### src/core/rislf_pkg.sv
package rislf_pkg;

  // Channel counts: two receive channels (C, D), four rate-range selects (A..D).
  localparam int RX_CH = 2;
  localparam int RATE_CH = 4;

  // Three-level select pin as seen after the level comparator pair.
  localparam logic [1:0] LVL_LOW = 2'h0;
  localparam logic [1:0] LVL_MID = 2'h1;
  localparam logic [1:0] LVL_HIGH = 2'h2;

  // Signalling-rate bounds of each range, in MBd.
  localparam int RATE_LOW_MIN_MBD = 195;
  localparam int RATE_LOW_MAX_MBD = 400;
  localparam int RATE_MID_MAX_MBD = 800;
  localparam int RATE_HIGH_MAX_MBD = 1500;

  typedef enum logic [1:0] {RATE_LOW, RATE_MID, RATE_HIGH} rislf_rate_e;

  // Transition density limit: one transition per this many bits.
  localparam int DENSITY_LIMIT_BITS = 60;
  localparam int DENSITY_CNT_W = 6;

  // Configuration port widths and latch map.
  localparam int CFG_ADDR_W = 4;
  localparam int CFG_DATA_W = 7;
  localparam int CFG_LATCHES = 12;
  localparam logic [3:0] CFG_RXC_ADDR = 4'h0;
  localparam logic [3:0] CFG_RXD_ADDR = 4'h1;
  localparam int CFG_RX_ON_BIT = 0;
  localparam logic [6:0] CFG_RX_INIT = 7'h01;
  localparam logic [6:0] CFG_OTHER_INIT = 7'h00;

  // Register port map.
  localparam int REG_ADDR_W = 8;
  localparam logic [7:0] REG_STATUS = 8'h00;
  localparam logic [7:0] REG_MASK = 8'h04;
  localparam logic [7:0] REG_STATE = 8'h08;
  localparam logic [7:0] REG_LATCH = 8'h0C;

  // Status and mask bit layout.
  localparam int ST_W = 4;
  localparam int ST_FAULT_C = 0;
  localparam int ST_FAULT_D = 1;
  localparam int ST_CFG_WRITE = 2;
  localparam int ST_CFG_UNMAPPED = 3;
  localparam logic [3:0] ST_RESET = 4'h0;
  localparam logic [3:0] MASK_RESET = 4'h0;

  // The six conditions that pull a link fault output low.
  typedef struct packed {
    logic rateOut;
    logic ampLow;
    logic densityLow;
    logic chanOff;
    logic localLow;
    logic trainAbsent;
  } rislf_fault_s;

  // One configuration write as taken from the pins.
  typedef struct packed {
    logic [CFG_ADDR_W-1:0] addr;
    logic [CFG_DATA_W-1:0] data;
  } rislf_cfgwr_s;

endpackage : rislf_pkg

### src/core/rislf_sync.sv
`timescale 1ns/100ps

// Two-stage synchroniser for a bundle of independent levels.
module rislf_sync #(
  parameter int W = 1
) (
  input wire logic sys_clk,
  input wire logic rst_n,
  input wire logic [W-1:0] asyncIn,
  output logic [W-1:0] syncOut
);

  logic [W-1:0] meta_q;

  // A zero-width bundle has nothing to carry, so refuse it at elaboration.
  if (W < 1) begin : g_badWidth
    $error("rislf_sync: width must be at least one");
  end

  // Stage one feeds only stage two; bits may resolve in different cycles.
  always_ff @(posedge sys_clk) begin
    if (!rst_n) begin
      meta_q <= '0;
      syncOut <= '0;
    end else begin
      meta_q <= asyncIn;
      syncOut <= meta_q;
    end
  end

endmodule : rislf_sync

### src/core/rislf_core.sv
// The implementer's own choices: the register offsets and the plain strobed port.
`timescale 1ns/100ps

module rislf_core
  import rislf_pkg::*;
#(
  parameter int DENSITY_BITS = DENSITY_LIMIT_BITS,
  parameter int NUM_LATCHES = CFG_LATCHES
) (
  input wire logic sys_clk,
  input wire logic rst_n,
  input wire logic [RX_CH-1:0] useLocalClockSel,
  input wire logic [RX_CH-1:0] inputPortSelect,
  input wire logic [RX_CH-1:0] primarySerialInput,
  input wire logic [RX_CH-1:0] secondarySerialInput,
  input wire logic [RX_CH-1:0] trainingClockPresent,
  input wire logic [RX_CH-1:0] amplitudeLow,
  input wire logic [RX_CH-1:0] rateOutOfRange,
  input wire logic detectorGateEnable,
  input wire logic [2*RATE_CH-1:0] rateRangeSelect,
  input wire logic configWriteStrobeN,
  input wire logic [CFG_ADDR_W-1:0] configAddr,
  input wire logic [CFG_DATA_W-1:0] configData,
  input wire logic [REG_ADDR_W-1:0] regAddr,
  input wire logic [31:0] regWrData,
  input wire logic regWrite,
  input wire logic regRead,
  output logic [31:0] regRdData,
  output logic [RX_CH-1:0] cdrSerialIn,
  output logic [RX_CH-1:0] receivePllFollowsTraining,
  output logic [RX_CH-1:0] linkFaultN,
  output rislf_rate_e [1:0] txPllRange,
  output rislf_rate_e [1:0] rxPllRange,
  output logic [RX_CH-1:0] rxPowerOn,
  output logic irq
);

  localparam int SYNC_W = 7 * RX_CH + 1 + 2 * RATE_CH + 1 + CFG_ADDR_W + CFG_DATA_W;

  // Refuse sizes that the six-bit run counter or the four-bit latch address cannot serve.
  if (DENSITY_BITS < 2 || DENSITY_BITS > 63) begin : g_badDensity
    $error("rislf_core: density limit must lie in 2..63");
  end
  if (NUM_LATCHES < 2 || NUM_LATCHES > 16) begin : g_badLatches
    $error("rislf_core: latch count must lie in 2..16");
  end

  ////////////////////////////////////////////////////////////////////////////
  // Pin synchronisation.
  logic [RX_CH-1:0] ulcS, selS, priS, secS, trgS, ampS, rngS;
  logic gateS, strobeS;
  logic [2*RATE_CH-1:0] rateS;
  rislf_cfgwr_s cfgS;

  // Every pin here is asynchronous to sys_clk; the strobe crosses inverted so that reset reads idle.
  rislf_sync #(
    .W(SYNC_W)
  ) u_pinSync (
    .sys_clk(sys_clk),
    .rst_n(rst_n),
    .asyncIn({useLocalClockSel, inputPortSelect, primarySerialInput,
      secondarySerialInput, trainingClockPresent, amplitudeLow,
      rateOutOfRange, detectorGateEnable, rateRangeSelect,
      ~configWriteStrobeN, configAddr, configData}),
    .syncOut({ulcS, selS, priS, secS, trgS, ampS, rngS, gateS, rateS,
      strobeS, cfgS})
  );

  ////////////////////////////////////////////////////////////////////////////
  // Helpers.
  // Decode a three-level select; a floating pin self-biases to mid.
  function automatic rislf_rate_e decodeLevel(input logic [1:0] lvl);
    rislf_rate_e r;
    r = RATE_MID;
    case (lvl)
      LVL_LOW: r = RATE_LOW;
      LVL_HIGH: r = RATE_HIGH;
      default: r = RATE_MID;
    endcase
    return r;
  endfunction : decodeLevel

  // Initial value of each configuration latch.
  function automatic logic [CFG_DATA_W-1:0] latchInit(input int idx);
    logic [CFG_DATA_W-1:0] v;
    v = CFG_OTHER_INIT;
    if (idx == int'(CFG_RXC_ADDR) || idx == int'(CFG_RXD_ADDR)) begin
      v = CFG_RX_INIT;
    end
    return v;
  endfunction : latchInit

  ////////////////////////////////////////////////////////////////////////////
  // Configuration latches.
  logic [CFG_DATA_W-1:0] latch_q [NUM_LATCHES];
  logic strobePrev_q;
  logic cfgMapped;
  logic cfgWriteStart;

  assign cfgMapped = int'(cfgS.addr) < NUM_LATCHES;
  assign cfgWriteStart = !strobePrev_q && strobeS;

  // Level-sensitive capture while the strobe is low, like a transparent latch.
  always_ff @(posedge sys_clk) begin
    for (int i = 0; i < NUM_LATCHES; i++) begin
      if (!rst_n) begin
        latch_q[i] <= latchInit(i);
      end else if (strobeS && int'(cfgS.addr) == i) begin
        latch_q[i] <= cfgS.data;
      end
    end
  end

  // Strobe history; reset equals the idle level, so no false write follows a reset release.
  always_ff @(posedge sys_clk) begin
    if (!rst_n) begin
      strobePrev_q <= 1'b0;
    end else begin
      strobePrev_q <= strobeS;
    end
  end

  // The channel enable bit comes from each channel's own latch.
  always_ff @(posedge sys_clk) begin
    if (!rst_n) begin
      rxPowerOn <= '0;
    end else begin
      rxPowerOn[0] <= latch_q[CFG_RXC_ADDR][CFG_RX_ON_BIT];
      rxPowerOn[1] <= latch_q[CFG_RXD_ADDR][CFG_RX_ON_BIT];
    end
  end

  ////////////////////////////////////////////////////////////////////////////
  // Rate ranges.
  // Each select reaches only its own PLL.
  always_ff @(posedge sys_clk) begin
    if (!rst_n) begin
      txPllRange <= '{RATE_MID, RATE_MID};
      rxPllRange <= '{RATE_MID, RATE_MID};
    end else begin
      txPllRange[0] <= decodeLevel(rateS[1:0]);
      txPllRange[1] <= decodeLevel(rateS[3:2]);
      rxPllRange[0] <= decodeLevel(rateS[5:4]);
      rxPllRange[1] <= decodeLevel(rateS[7:6]);
    end
  end

  ////////////////////////////////////////////////////////////////////////////
  // Input selection and transition density.
  logic [RX_CH-1:0] selBit;
  logic [RX_CH-1:0] selPrev_q;
  logic [RX_CH-1:0] bitPrev_q;
  logic [DENSITY_CNT_W-1:0] runLen_q [RX_CH];
  logic [RX_CH-1:0] densityLow;

  // Primary when the select is high, secondary when low.
  assign selBit = (selS & priS) | (~selS & secS);

  // Drive the chosen stream into the recovery path.
  always_ff @(posedge sys_clk) begin
    if (!rst_n) begin
      cdrSerialIn <= '0;
    end else begin
      cdrSerialIn <= selBit;
    end
  end

  // Count bits since the last transition; a port change restarts the run
  // so a stale count from the old stream cannot raise a false fault.
  always_ff @(posedge sys_clk) begin
    if (!rst_n) begin
      selPrev_q <= '0;
      bitPrev_q <= '0;
      for (int c = 0; c < RX_CH; c++) begin
        runLen_q[c] <= '0;
      end
    end else begin
      selPrev_q <= selS;
      bitPrev_q <= selBit;
      for (int c = 0; c < RX_CH; c++) begin
        if (selBit[c] != bitPrev_q[c] || selS[c] != selPrev_q[c]) begin
          runLen_q[c] <= '0;
        end else if (runLen_q[c] != DENSITY_CNT_W'(DENSITY_BITS)) begin
          runLen_q[c] <= runLen_q[c] + 1'b1;
        end
      end
    end
  end

  // One transition per limit bits; a full run without one is too sparse.
  always_comb begin
    for (int c = 0; c < RX_CH; c++) begin
      densityLow[c] = runLen_q[c] == DENSITY_CNT_W'(DENSITY_BITS);
    end
  end

  ////////////////////////////////////////////////////////////////////////////
  // Fault conditions and PLL reference choice.
  rislf_fault_s [RX_CH-1:0] fault;
  logic [RX_CH-1:0] followTrain;
  logic [RX_CH-1:0] anyFault;

  // Gather the six conditions per channel.
  always_comb begin
    for (int c = 0; c < RX_CH; c++) begin
      fault[c].rateOut = rngS[c];
      fault[c].ampLow = ampS[c];
      fault[c].densityLow = densityLow[c];
      fault[c].chanOff = !rxPowerOn[c];
      fault[c].localLow = !ulcS[c];
      fault[c].trainAbsent = !trgS[c];
      anyFault[c] = |fault[c];
      // With the gate low only the local clock select and the range check decide the reference.
      if (!ulcS[c]) begin
        followTrain[c] = 1'b1;
      end else if (gateS) begin
        followTrain[c] = rngS[c] | ampS[c] | densityLow[c];
      end else begin
        followTrain[c] = rngS[c];
      end
    end
  end

  // Register the PLL reference choice and the fault outputs.
  always_ff @(posedge sys_clk) begin
    if (!rst_n) begin
      receivePllFollowsTraining <= '1;
      linkFaultN <= '0;
    end else begin
      receivePllFollowsTraining <= followTrain;
      linkFaultN <= ~anyFault;
    end
  end

  ////////////////////////////////////////////////////////////////////////////
  // Status, mask and interrupt.
  logic [ST_W-1:0] status_q;
  logic [ST_W-1:0] mask_q;
  logic [ST_W-1:0] events;
  logic [ST_W-1:0] clearBits;

  // Fault onset is the output going low; also config writes and stray ones.
  always_comb begin
    events = '0;
    events[ST_FAULT_C] = linkFaultN[0] && anyFault[0];
    events[ST_FAULT_D] = linkFaultN[1] && anyFault[1];
    events[ST_CFG_WRITE] = cfgWriteStart && cfgMapped;
    events[ST_CFG_UNMAPPED] = cfgWriteStart && !cfgMapped;
    clearBits = '0;
    if (regWrite && regAddr == REG_STATUS) begin
      clearBits = regWrData[ST_W-1:0];
    end
  end

  // Write-one-to-clear; a new event in the same cycle keeps its bit set.
  always_ff @(posedge sys_clk) begin
    if (!rst_n) begin
      status_q <= ST_RESET;
    end else begin
      status_q <= (status_q & ~clearBits) | events;
    end
  end

  // Mask register: a one lets the bit reach the interrupt.
  always_ff @(posedge sys_clk) begin
    if (!rst_n) begin
      mask_q <= MASK_RESET;
    end else if (regWrite && regAddr == REG_MASK) begin
      mask_q <= regWrData[ST_W-1:0];
    end
  end

  // Registered interrupt lags the status by one cycle.
  always_ff @(posedge sys_clk) begin
    if (!rst_n) begin
      irq <= 1'b0;
    end else begin
      irq <= |(status_q & mask_q);
    end
  end

  ////////////////////////////////////////////////////////////////////////////
  // Register read port.
  logic [CFG_ADDR_W-1:0] latchSel_q;
  logic [31:0] rdNext;

  // Latch selector for readback of one configuration latch.
  always_ff @(posedge sys_clk) begin
    if (!rst_n) begin
      latchSel_q <= '0;
    end else if (regWrite && regAddr == REG_LATCH) begin
      latchSel_q <= regWrData[CFG_ADDR_W-1:0];
    end
  end

  // Unmapped addresses read as zero.
  always_comb begin
    rdNext = '0;
    case (regAddr)
      REG_STATUS: rdNext[ST_W-1:0] = status_q;
      REG_MASK: rdNext[ST_W-1:0] = mask_q;
      REG_STATE: rdNext = {16'h0000, linkFaultN, receivePllFollowsTraining,
        fault[1], fault[0]};
      REG_LATCH: begin
        rdNext[11:8] = latchSel_q;
        if (int'(latchSel_q) < NUM_LATCHES) begin
          rdNext[CFG_DATA_W-1:0] = latch_q[latchSel_q];
        end
      end
      default: rdNext = '0;
    endcase
  end

  // Read data stands only in the cycle after the strobe.
  always_ff @(posedge sys_clk) begin
    if (!rst_n) begin
      regRdData <= '0;
    end else if (regRead) begin
      regRdData <= rdNext;
    end else begin
      regRdData <= '0;
    end
  end

endmodule : rislf_core

### config.mk
export PLATFORM = sky130hd
export DESIGN_NAME = rislf_core
export DESIGN_NICKNAME = d
export VERILOG_FILES = /design/src/core/rislf_pkg.sv /design/src/core/rislf_sync.sv /design/src/core/rislf_core.sv
export SDC_FILE = /design/constraint.sdc
export NUM_CORES = 1
export LEC_CHECK = 0
export BUFFER_PORTS_ARGS = -buffer_cell sky130_fd_sc_hd__buf_2
export CORE_UTILIZATION = 35
export DETAILED_ROUTE_END_ITERATION = 7
export GPL_TIMING_DRIVEN = 1
export PLACE_DENSITY = 0.63
export SLEW_MARGIN = 10
export SYNTH_ARGS = -nofsm -noshare
export SYNTH_HDL_FRONTEND = slang
export SYNTH_SLANG_ARGS = --single-unit
### constraint.sdc
create_clock -name sys_clk -period 1.7 [get_ports sys_clk]
set_clock_uncertainty 0.1 [all_clocks]
set_input_delay 0 -clock sys_clk [delete_from_list [all_inputs] [get_ports sys_clk]]
set_output_delay 0 -clock sys_clk [all_outputs]
set_load 0.005 [all_outputs]
==> results of run 1 <==
[cells by family (layout without fill, tap and decap cells)]
family	after synthesis	count (layout)
flip-flops	218	218
AO/OA/AOI/OAI	51	51
AND/OR/NAND/NOR	287	287
multiplexers	35	35
adder cells (fa/ha/maj)	4	4
other	1	16
XOR/XNOR	12	12
buffers and inverters	56	267
[power breakdown]
part           internal (W)  switching [W]  total [W]
Sequential          0.00562      0.0000908    0.00571
Clock               0.00325        0.00211    0.00536
Combinational      0.000312       0.000258   0.000570
Total               0.00918        0.00246     0.0116
[metal layers]
metal,global-route usage (%),wire length [um],vias to the layer above
li1,-,-,2667
met1,21.6,8630,2553
met2,23.6,8280,146
met3,2.85,1090,26
met4,4.81,374,0
met5,0,0,-
[through the flow]
step	utilization (%)	std cells	area, um2	hold WS (ps)
after floorplan	-	679	8450	-33.3
after global placement	40.3	1093	9460	56.2
after detailed placement	40.3	1093	9460	53.6
after CTS	47.0	1209	11000	25.0
after global routing	47.2	1209	11100	72.9
final	47.2	1209	11100	59.3
[worst paths after layout]
| check | endpoint | slack, ps | depth (start not counted) |
|---|---|---|---|
| worst min-delay path | regRdData[0]$_SDFF_PN0_ | 60 | 4 |
| worst min register to register | txPllRange[3]$_SDFF_PN0_ | 310 | 2 |
| worst max register to register | regRdData[2]$_SDFF_PN0_ | -100 | 5 |
| worst max-delay path | regRdData[2]$_SDFF_PN0_ | -100 | 5 |
[placed cells by master, fill, tap and decap left out, types with 9 or more instances in the layout]
master and n:
sky130_fd_sc_hd__mux2i_1 12, sky130_fd_sc_hd__conb_1 16, sky130_fd_sc_hd__clkbuf_16 26, sky130_fd_sc_hd__o21ai_0 9, sky130_fd_sc_hd__and2_1 161, sky130_fd_sc_hd__nand2_1 15, sky130_fd_sc_hd__buf_4 54, sky130_fd_sc_hd__dfxtp_1 119
sky130_fd_sc_hd__nor2_1 53, sky130_fd_sc_hd__edfxtp_1 96, sky130_fd_sc_hd__buf_2 83, sky130_fd_sc_hd__dlygate4sd3_1 71, sky130_fd_sc_hd__inv_1 11, sky130_fd_sc_hd__mux4_2 21, sky130_fd_sc_hd__nand3_1 9, sky130_fd_sc_hd__a21oi_1 10
[registers in the layout (all words and copies together) (netlist names), 2 cells and up, named ones only]
name                       count
selPrev_q                      2
u_pinSync.syncOut             35
bitPrev_q                      2
rxPllRange                     4
rxPowerOn                      2
mask_q                         4
regRdData                     16
linkFaultN                     2
receivePllFollowsTraining      2
status_q                       4
runLen_q                      12
u_pinSync.meta_q              35
latchSel_q                     4
txPllRange                     4
latch_q                       84
[layout make-up]
| type | instances | area, um2 |
|---|---|---|
| Fill cell | 2111 | 12400 |
| Sequential cell | 218 | 5330 |
| Multi-Input combinational cell | 405 | 2890 |
| Timing Repair Buffer | 211 | 1580 |
| Clock buffer | 27 | 654 |
| Tap cell | 319 | 399 |
| Clock inverter | 17 | 188 |
| Inverter | 12 | 48.8 |
[repair_timing]
item                                   CTS  global route
buffers inserted                         1             0
pin swaps                                1             6
endpoints found under the hold margin   81             0
setup endpoints to repair                7            56
gates resized for setup                  2            19
hold buffers                            71             0
[critical path, stage by stage, from the launching register on]
cell and delay, ps:
sky130_fd_sc_hd__dfxtp_4 420, sky130_fd_sc_hd__buf_12 130, sky130_fd_sc_hd__mux4_2 480, sky130_fd_sc_hd__mux2_4 280, sky130_fd_sc_hd__mux2i_2 170, sky130_fd_sc_hd__o22ai_1 90
==> results.md, run 1 <==
* Count of inserted antenna diode cells at 0
* CP Data Required Time at 2000 ps
* Number of sinks on the clock net at 218
* Routed vias/inst at 4.46
* Detailed Route Iter0 Violations at 261
* Residual antenna-violating net count after detailed routing at 0
* HPWL after detailed placement at 12.9 mm
* Maximum number of pins on one net before global-route repair at 31
* Setup ws final at -99.6 ps
* Clock input transition at the sequential cells of the worst setup and hold paths at 60 ps
* Detailed Route WL at 18.4 mm
* Worst ir drop on vdd at 0.000739 V
* Worst hold path startpoint: regRead
* Post-synth design cell area at 8380 um2
* Post-synth EDFFs at 96
* Multiplexer share of the synthesized area at 7.33%
* Final count of hold timing violations at 0
* Tcrit/Tclk final at 106%
* Number of clock buffers inserted by TritonCTS at 24
* Post-synthesis cell type with the largest combined area: sky130_fd_sc_hd__edfxtp_1
* Number of failing setup endpoints in the final timing report at 7
* Pwr Total at 0.0116 W
* Synth Instances at 664
* Vias in the first global route at 5091
* Setup Crit Path Kind: flip-flop to flip-flop
* Fraction of synthesized cell area in xor and xnor cells at 1.25%
* Aggregate global routing overflow at 0
* Detail-routed net length per standard cell at 15.2 um
* Synthesis warning total at 0
* Most frequent cells after synthesis: sky130_fd_sc_hd__and2_1, sky130_fd_sc_hd__dfxtp_1, sky130_fd_sc_hd__edfxtp_1
* Die X at 157 um
* Predominant post-synthesis flop cell: sky130_fd_sc_hd__dfxtp_1
* Dominant cell by count in the synthesized netlist: sky130_fd_sc_hd__and2_1
* Layout overhead on the synthesized area at 32.4%
* Average size of a mapped cell at 12.6 um2
* Top-level port count at 128
* Maximum fanout along the worst path at 7
* Proportion of synthesized chip area in sequential cells at 63.6%
* Slew at the pin closest to its max-slew limit at 587 ps
* Final weighted congestion of routability-driven global placement at 0.846
* Failing checks: setup timing
* Relative slew slack at 60.8%
* Crit path time final at 1800 ps
* Site Rows at 56
* Total vias in the final route at 5392
* Synth cell types at 49
* Buffers from clock root to sink, at most at 3
* Final-report max-slew violation count at 0
* WP data arrival at 2100 ps
* Seq cells post-synth at 218
* Largest family of logic cells by synthesized area: simple AND/OR/NAND/NOR gates
* Layout cells sized above 1 at 25.8%
* Initial antenna violation count at 0
* Power density of the placed cells at 1050 nW/um2
* Skew-Pair Late Insertion Delay at 520 ps
* Hold crit path type: primary input to flip-flop
* Peak Freq at 556 MHz
* Total Routing Usage GR at 15.3%
* Area fraction in and, or, nand and nor cells after synthesis at 19.8%
* Synth async-reset ratio at 0%
* Area of the die at 24600 um2
* Die height at 157 um
* Synthesized-area fraction occupied by ao, oa, aoi and oai cells at 3.93%
* Drt pass-1 iters at 4
* Root Buffer: sky130_fd_sc_hd__clkbuf_16
* Adder and majority gate portion of the synthesized area at 0.597%
* Endpoint type of the worst setup path: flip-flop
* Starting density of the core at 35.7%
* H-tree levels at 1
* Core Region at 23500 um2
* TritonCTS clock tree: yes
* Wire length of the first global-routing pass at 28.5 mm
* Worst Setup Slack post-DPL at -152 ps
* Remaining design rule violation count at 0
* Buffers added on ports at 83
* Net total in the final layout at 955
* Biggest area contributors in the synthesized netlist: sky130_fd_sc_hd__edfxtp_1, sky130_fd_sc_hd__dfxtp_1, sky130_fd_sc_hd__and2_1, sky130_fd_sc_hd__mux4_2, sky130_fd_sc_hd__nor2_1
* Max capacitance violation total at 0
* Sum of negative setup slack at -456 ps
* Result of the run: finished, violations left
* Static power due to leakage at 4.56 nW
* Critical Path Source Type: flip-flop
* Area share of the largest cell type after synthesis at 34.4%
* Unrepaired setup endpoints after global routing: true
Note: power is estimated with default switching activity, not from simulation.
==> run 2, diff against run 1 <==
SYNTH_HIERARCHICAL = 1   (was default)
==> results.md, run 2 <==
* Maximum fanout along the worst path at 8 (was 7)
* Power density of the placed cells at 1020 nW/um2 (was 1050 nW/um2)
* Area share of the largest cell type after synthesis at 33.7% (was 34.4%)
* Worst ir drop on vdd at 0.000703 V (was 0.000739 V)
* Filler Cells Inserted at 2190 (was 2111)
* Pwr Total at 0.0110 W (was 0.0116 W)
* Share of the core filled with cells in the final layout at 45.6% (was 47.2%)
* Number of clock buffers inserted by TritonCTS at 23 (was 24)
* Endpoint type of the worst setup path: flip-flop (unchanged)
* Setup ws final at 37.0 ps (was -99.6 ps)
* Starting density of the core at 36.1% (was 35.7%)
* Largest registers in the final layout: latch_q x84, u_pinSync/meta_q x35, u_pinSync/syncOut x35 (was latch_q x84, u_pinSync.meta_q x35, u_pinSync.syncOut x35)
* Most frequent cell on the critical path: sky130_fd_sc_hd__buf_12
* Number of placed cells counting well taps at 1098 (was 1093)
* Total vias in the final route at 5332 (was 5392)
* Vias in the first global route at 5179 (was 5091)
* Detail-routed net length per standard cell at 15.6 um (was 15.2 um)
* Post-synthesis cell type with the largest combined area: sky130_fd_sc_hd__edfxtp_1 (unchanged)
* Net total in the final layout at 937 (was 955)
* Seq cells post-synth at 218 (unchanged)
* Final weighted congestion of routability-driven global placement at 0.838 (was 0.846)
* Tcrit/Tclk final at 97.8% (was 106%)
* Predominant post-synthesis flop cell: sky130_fd_sc_hd__dfxtp_1 (unchanged)
* Synthesis warning total at 6 (was 0)
* Core Region at 23700 um2 (was 23500 um2)
* Skew-Pair Late Insertion Delay at 510 ps (was 520 ps)
* Drt pass-1 iters at 5 (was 4)
* Synth async-reset ratio at 0% (unchanged)
* Worst Setup Slack post-DPL at -122 ps (was -152 ps)
* HPWL after detailed placement at 13.0 mm (was 12.9 mm)
* Top-level port count at 128 (unchanged)
* Max capacitance violation total at 0 (unchanged)
* Proportion of synthesized chip area in sequential cells at 62.3% (was 63.6%)
* Slew at the pin closest to its max-slew limit at 525 ps (was 587 ps)
* Commonest cells after routing, fill and taps aside: sky130_fd_sc_hd__and2_1, sky130_fd_sc_hd__dfxtp_1, sky130_fd_sc_hd__edfxtp_1 (unchanged)
* Detailed Route WL at 18.6 mm (was 18.4 mm)
* Detailed Route Iter0 Violations at 397 (was 261)
* Routed vias/inst at 4.48 (was 4.46)
* Buffers added on ports at 83 (unchanged)
* Most frequent cells after synthesis: sky130_fd_sc_hd__dfxtp_1, sky130_fd_sc_hd__and2_1, sky130_fd_sc_hd__edfxtp_1 (was sky130_fd_sc_hd__and2_1, sky130_fd_sc_hd__dfxtp_1, sky130_fd_sc_hd__edfxtp_1)
* Layout overhead on the synthesized area at 26.3% (was 32.4%)
* Count of placed standard cells in the final layout, fillers left out at 1190 (was 1209)
* Sequential cell area in the final layout at 5340 um2 (was 5330 um2)
* Largest Register: latch_q (unchanged)
* Static power due to leakage at 4.47 nW (was 4.56 nW)
* Critical Path Slowest Stage Cell: sky130_fd_sc_hd__dfxtp_4 (was sky130_fd_sc_hd__mux4_2)
* Hold crit path type: primary input to flip-flop (unchanged)
* Layout cells sized above 1 at 28.2% (was 25.8%)
* Result of the run: complete, no violations (was finished, violations left)
* Number of buffer and inverter stages on the critical path at 2 (was 1)
* TritonCTS clock tree: yes (unchanged)
* Wire length of the first global-routing pass at 28.1 mm (was 28.5 mm)
* Biggest area contributors in the synthesized netlist: sky130_fd_sc_hd__edfxtp_1, sky130_fd_sc_hd__dfxtp_1, sky130_fd_sc_hd__and2_1, sky130_fd_sc_hd__mux4_1, sky130_fd_sc_hd__and2_2 (was sky130_fd_sc_hd__edfxtp_1, sky130_fd_sc_hd__dfxtp_1, sky130_fd_sc_hd__and2_1, sky130_fd_sc_hd__mux4_2, sky130_fd_sc_hd__nor2_1)
* Setup Crit Path Kind: flip-flop to flip-flop (unchanged)
* Site Rows at 56 (unchanged)
* Cell-by-cell trace of the critical path: buf_12 > buf_12 > mux4_2 > nand2b_1 > nand3_1 > a32o_2 (was buf_12 > mux4_2 > mux2_4 > mux2i_2 > o22ai_1)
* Post-synth EDFFs at 96 (unchanged)
* Post-synth design cell area at 8550 um2 (was 8380 um2)
* Area of the die at 25100 um2 (was 24600 um2)
* Synth Instances at 677 (was 664)
* Number of failing setup endpoints in the final timing report at 0 (was 7)
* Die X at 158 um (was 157 um)
* Average size of a mapped cell at 12.6 um2 (about the same)
* Number of sinks on the clock net at 218 (unchanged)
* Initial antenna violation count at 0 (unchanged)
* Flip-flop count of the largest register, all copies and words added at 84 (unchanged)
* Final count of hold timing violations at 0 (unchanged)
* Commonest non-fill, non-tap cell in the layout: sky130_fd_sc_hd__and2_1 (unchanged)
* Remaining design rule violation count at 0 (unchanged)
* Aggregate global routing overflow at 0 (unchanged)
* Critical Path Source Type: flip-flop (unchanged)
* Maximum number of pins on one net before global-route repair at 50 (was 31)
* WP data arrival at 1960 ps (was 2100 ps)
* Die height at 158 um (was 157 um)
* H-tree levels at 1 (unchanged)
* Unrepaired setup endpoints after global routing: true (unchanged)
* Synth cell types at 47 (was 49)
* Dominant cell by count in the synthesized netlist: sky130_fd_sc_hd__dfxtp_1 (was sky130_fd_sc_hd__and2_1)
* Largest stage delay, worst path at 370 ps (was 480 ps)
* Peak Freq at 601 MHz (was 556 MHz)
* Kind of cell adding the most delay to the critical path: flip-flops (was multiplexers)
* Count of inserted antenna diode cells at 0 (unchanged)
* Worst Hold Slack at 32.3 ps (was 59.3 ps)
* Area of combinational cells with multiple inputs at 2970 um2 (was 2890 um2)
* Residual antenna-violating net count after detailed routing at 0 (unchanged)
* Total Routing Usage GR at 14.9% (was 15.3%)
* Worst hold path startpoint: regRead (unchanged)
* Root Buffer: sky130_fd_sc_hd__clkbuf_16 (unchanged)
* Relative slew slack at 65.0% (was 60.8%)
* CP Data Required Time at 1990 ps (was 2000 ps)
* Buffers from clock root to sink, at most at 3 (unchanged)
* Clock input transition at the sequential cells of the worst setup and hold paths at 60 ps (about the same)
* Crit path time final at 1660 ps (was 1800 ps)
* Final-report max-slew violation count at 0 (unchanged)
==> run 2: path summary, 6_finish.rpt <==
kind,end,slack [ps],cells after the start
setup / recovery,regRdData[4]$_SDFF_PN0_,40,6
hold reg to reg,txPllRange[3]$_SDFF_PN0_,310,2
hold / removal,regRdData[1]$_SDFF_PN0_,30,5
setup reg to reg,regRdData[4]$_SDFF_PN0_,40,6
==> run 2: cells by family after synthesis <==
group	count (synthesis)	synth area share, %
adders and majority gates	4	0.585
and+or+nand+nor	305	20.8
other	1	0.0439
xor gates and xnor gates	12	1.23
AOI/OAI and AO/OA	42	3.10
buffers and inverters	58	3.73
DFF	218	62.3
muxes	37	8.24
==> run 2: what timing repair did <==
action                                 CTS  global route
setup endpoints to repair                6            53
hold buffers                            48             0
endpoints found under the hold margin   78             0
pin swaps                                0             2
setup buffers                            0             1
gates cloned                             0             1
resized for setup                        8            21
==> run 2: worst reg2reg max path, stage by stage (launching register included) <==
cell and delay [ps]:
sky130_fd_sc_hd__dfxtp_4 370, sky130_fd_sc_hd__buf_12 130, sky130_fd_sc_hd__buf_12 140, sky130_fd_sc_hd__mux4_2 320
sky130_fd_sc_hd__nand2b_1 90, sky130_fd_sc_hd__nand3_1 90, sky130_fd_sc_hd__a32o_2 320
==> run 2: metal layers <==
metal	vias up	share of wire [%]	wire length, um	GRT usage (%)
li1	2645	-	-	-
met1	2522	47	8700	20.4
met2	138	46	8510	24.0
met3	27	4.8	892	2.67
met4	0	2.5	460	4.81
met5	-	0	0	0
==> run 2: metrics by stage <==
| stage | instance area, um2 | TNS (ps) |
|---|---|---|
| 2_1_floorplan | 8610 | -2890 |
| 3_3_place_gp | 9530 | -635 |
| 3_5_place_dp | 9530 | -572 |
| 4_1_cts | 10700 | 0 |
| 5_1_grt | 10800 | -41.7 |
| 6_report | 10800 | 0 |
==> run 2: report_power, final <==
| group | switching [W] | internal (W) |
|---|---|---|
| clock network | 0.00195 | 0.00279 |
| logic | 0.000242 | 0.000285 |
| registers | 0.0000936 | 0.00562 |
| total | 0.00228 | 0.00869 |
==> run 2: area by class of cell <==
class	instances	share of cell area [%]
inverter	14	0.487
clock buffer	33	5.96
tap	319	3.70
multi-input combinational	416	27.5
timing repair buffer	181	12.2
sequential	218	49.4
clock inverter	9	0.742
==> run 3, diff against run 2 <==
BUFFER_PORTS_ARGS = default   (was -buffer_cell sky130_fd_sc_hd__buf_2)
DONT_BUFFER_PORTS = 1   (was default)
PLACE_DENSITY = 0.59   (was 0.63)
TNS_END_PERCENT = 20   (was default)
==> results.md, run 3 (synthesis results as in run 2) <==
* Flip-flop count of the largest register, all copies and words added at 84 (unchanged)
* Fraction of power spent switching nets at 21.2% (was 20.8%)
* Layer carrying the most global-route usage: met2 (unchanged)
* Net total in the final layout at 859 (was 937)
* Cell Int Power at 0.00872 W (was 0.00869 W)
* Largest Register: latch_q (unchanged)
* Area of the die at 25100 um2 (unchanged)
* Max capacitance violation total at 0 (unchanged)
* Sw power at 0.00234 W (was 0.00228 W)
* Proportion of power drawn by combinational gates at 4.2% (was 4.8%)
* Final count of hold timing violations at 7 (was 0)
* Setup Crit Path Kind: flip-flop to flip-flop (unchanged)
* Top-level port count at 128 (unchanged)
* Flop pwr share at 51.6% (was 52.0%)
* Layout cells sized above 1 at 21.6% (was 28.2%)
* Slew at the pin closest to its max-slew limit at 833 ps (was 525 ps)
* Static power due to leakage at 4.20 nW (was 4.47 nW)
* Number of clock buffers inserted by TritonCTS at 23 (unchanged)
* Aggregate global routing overflow at 0 (unchanged)
* Clock network fraction of total power at 44.2% (was 43.2%)
* Filler Cells Inserted at 2228 (was 2190)
* Maximum fanout along the worst path at 9 (was 8)
* Worst ir drop on vdd at 0.000702 V (was 0.000703 V)
* Worst Hold Slack at -37.1 ps (was 32.3 ps)
* Met1 usage at 20.8% (was 20.4%)
* Root Buffer: sky130_fd_sc_hd__clkbuf_16 (unchanged)
* Crit path time final at 1670 ps (was 1660 ps)
* Maximum number of pins on one net before global-route repair at 90 (was 50)
* Result of the run: finished, violations left (was complete, no violations)
* Commonest cells after routing, fill and taps aside: sky130_fd_sc_hd__and2_1, sky130_fd_sc_hd__dfxtp_1, sky130_fd_sc_hd__edfxtp_1 (unchanged)
* Peak Freq at 600 MHz (was 601 MHz)
* Final-report max-slew violation count at 0 (unchanged)
* Number of failing setup endpoints in the final timing report at 0 (unchanged)
* Relative slew slack at 44.4% (was 65.0%)
* Core Region at 23700 um2 (unchanged)
* Count of placed standard cells in the final layout, fillers left out at 1112 (was 1190)
* Die X at 158 um (unchanged)
* Met3 Resource Use GR at 2.12% (was 2.67%)
* Skew-Pair Late Insertion Delay at 500 ps (was 510 ps)
* Starting density of the core at 36.1% (unchanged)
* Vias in the first global route at 4872 (was 5179)
* Wire length of the first global-routing pass at 27.6 mm (was 28.1 mm)
* Routed vias/inst at 4.53 (was 4.48)
* Count of inserted antenna diode cells at 0 (unchanged)
* Met2 track demand over resource in global routing at 22.7% (was 24.0%)
* CP Data Required Time at 1990 ps (about the same)
* WP data arrival at 1960 ps (about the same)
* HPWL after detailed placement at 12.3 mm (was 13.0 mm)
* Residual antenna-violating net count after detailed routing at 0 (unchanged)
* H-tree levels at 1 (unchanged)
* Largest registers in the final layout: latch_q x84, u_pinSync/meta_q x35, u_pinSync/syncOut x35 (unchanged)
* Hold crit path type: primary input to flip-flop (unchanged)
* Failing checks: hold timing
* Buffers added on ports at 0 (was 83)
* Commonest non-fill, non-tap cell in the layout: sky130_fd_sc_hd__and2_1 (unchanged)
* Site Rows at 56 (unchanged)
* Die height at 158 um (unchanged)
* Endpoint type of the worst setup path: flip-flop (unchanged)
* Number of sinks on the clock net at 218 (unchanged)
* Drt pass-1 iters at 4 (was 5)
* Detail-routed net length per standard cell at 16.1 um (was 15.6 um)
* Layout overhead on the synthesized area at 23.0% (was 26.3%)
* Initial antenna violation count at 0 (unchanged)
* Detailed Route WL at 17.9 mm (was 18.6 mm)
* Detailed Route Iter0 Violations at 336 (was 397)
* Buffers from clock root to sink, at most at 3 (unchanged)
* Power density of the placed cells at 1050 nW/um2 (was 1020 nW/um2)
* Critical Path Source Type: flip-flop (unchanged)
* Total vias in the final route at 5040 (was 5332)
* Unrepaired setup endpoints after global routing: true (unchanged)
* Total Routing Usage GR at 14.5% (was 14.9%)
* TritonCTS clock tree: yes (unchanged)
* Final weighted congestion of routability-driven global placement at 0.786 (was 0.838)
* Number of placed cells counting well taps at 1013 (was 1098)
* Remaining design rule violation count at 0 (unchanged)
* Tcrit/Tclk final at 98.0% (was 97.8%)
* Clock input transition at the sequential cells of the worst setup and hold paths at 60 ps (about the same)
## run 3: changes by cell type in the layout (fill, tap and decap cells not counted), sizes merged
cell / previous run / this run
buf: 132 / 52
inv: 15 / 18
dlymetal6s4s: 0 / 2
dlygate4sd3: 48 / 49
bufinv: 1 / 0
clkbuf: 34 / 31
## run 3: critical path, cell delays in order, from the launching register on
cell and delay, ps:
sky130_fd_sc_hd__dfxtp_2 350, sky130_fd_sc_hd__buf_12 140, sky130_fd_sc_hd__buf_12 140, sky130_fd_sc_hd__mux4_2 310, sky130_fd_sc_hd__nand2b_1 100, sky130_fd_sc_hd__nand3_1 100
sky130_fd_sc_hd__a32o_2 310
## run 3: stage by stage
| stage | cell area, um2 | TNS [ps] | total power (W) | setup WS (ps) | util [%] |
|---|---|---|---|---|---|
| after floorplan | 8610 | -4040 | 0.00606 | -104 | - |
| after global placement | 9100 | -146 | 0.00613 | -102 | 38.4 |
| after detailed placement | 9100 | -213 | 0.00613 | -90.5 | 38.4 |
| after CTS | 10400 | -11.9 | 0.0112 | -9.62 | 44.0 |
| after global routing | 10500 | -16.8 | 0.0115 | -16.8 | 44.4 |
| final | 10500 | 0 | 0.0111 | 33.8 | 44.4 |
## run 3: routing by layer
layer	wire (um)	part of all wire [%]
met1	8590	48
met2	8070	45
met3	919	5.1
met4	325	1.8
met5	0	0
## run 3: area by class of cell
class                      instances  area (um2)  area share (%)
clock buffer                      31         688            6.54
clock inverter                    11        70.1           0.666
inverter                          14        52.6           0.499
multi-input combinational        416        3000            28.5
sequential                       218        5330            50.7
tap                              319         399            3.79
timing repair buffer             103         982            9.34
## run 3: path summary, 6_finish.rpt
kind | from | to | slack [ps] | cells after the start
worst min register to register | u_pinSync/syncOut[19]$_SDFF_PN0_ | rxPllRange[3]$_SDFF_PN0_ | 310 | 2
worst max-delay path | flip-flop | regRdData[4]$_SDFF_PN0_ | 30 | 6
worst max register to register | flip-flop | regRdData[4]$_SDFF_PN0_ | 30 | 6
worst min-delay path | regAddr[1] | regRdData[5]$_SDFF_PN0_ | -40 | 5
## run 3: timing repair
item / in CTS / in global routing
resized for setup: 11 / 22
cloned: 0 / 0
pin swaps: 0 / 5
setup buffers: 0 / 4
endpoints found under the hold margin: 232 / 6
hold buffers: 52 / 1
setup endpoints to repair: 9 / 68
## run 3: power groups by stage
stage / Sequential, W / Combinational (W) / Clock, W
floorplan: 0.00577 / 0.000283 / 0
global placement: 0.00582 / 0.000307 / 0
detailed placement: 0.00582 / 0.000310 / 0
CTS: 0.00571 / 0.000458 / 0.00501
global route: 0.00572 / 0.000516 / 0.00522
finish: 0.00571 / 0.000469 / 0.00489
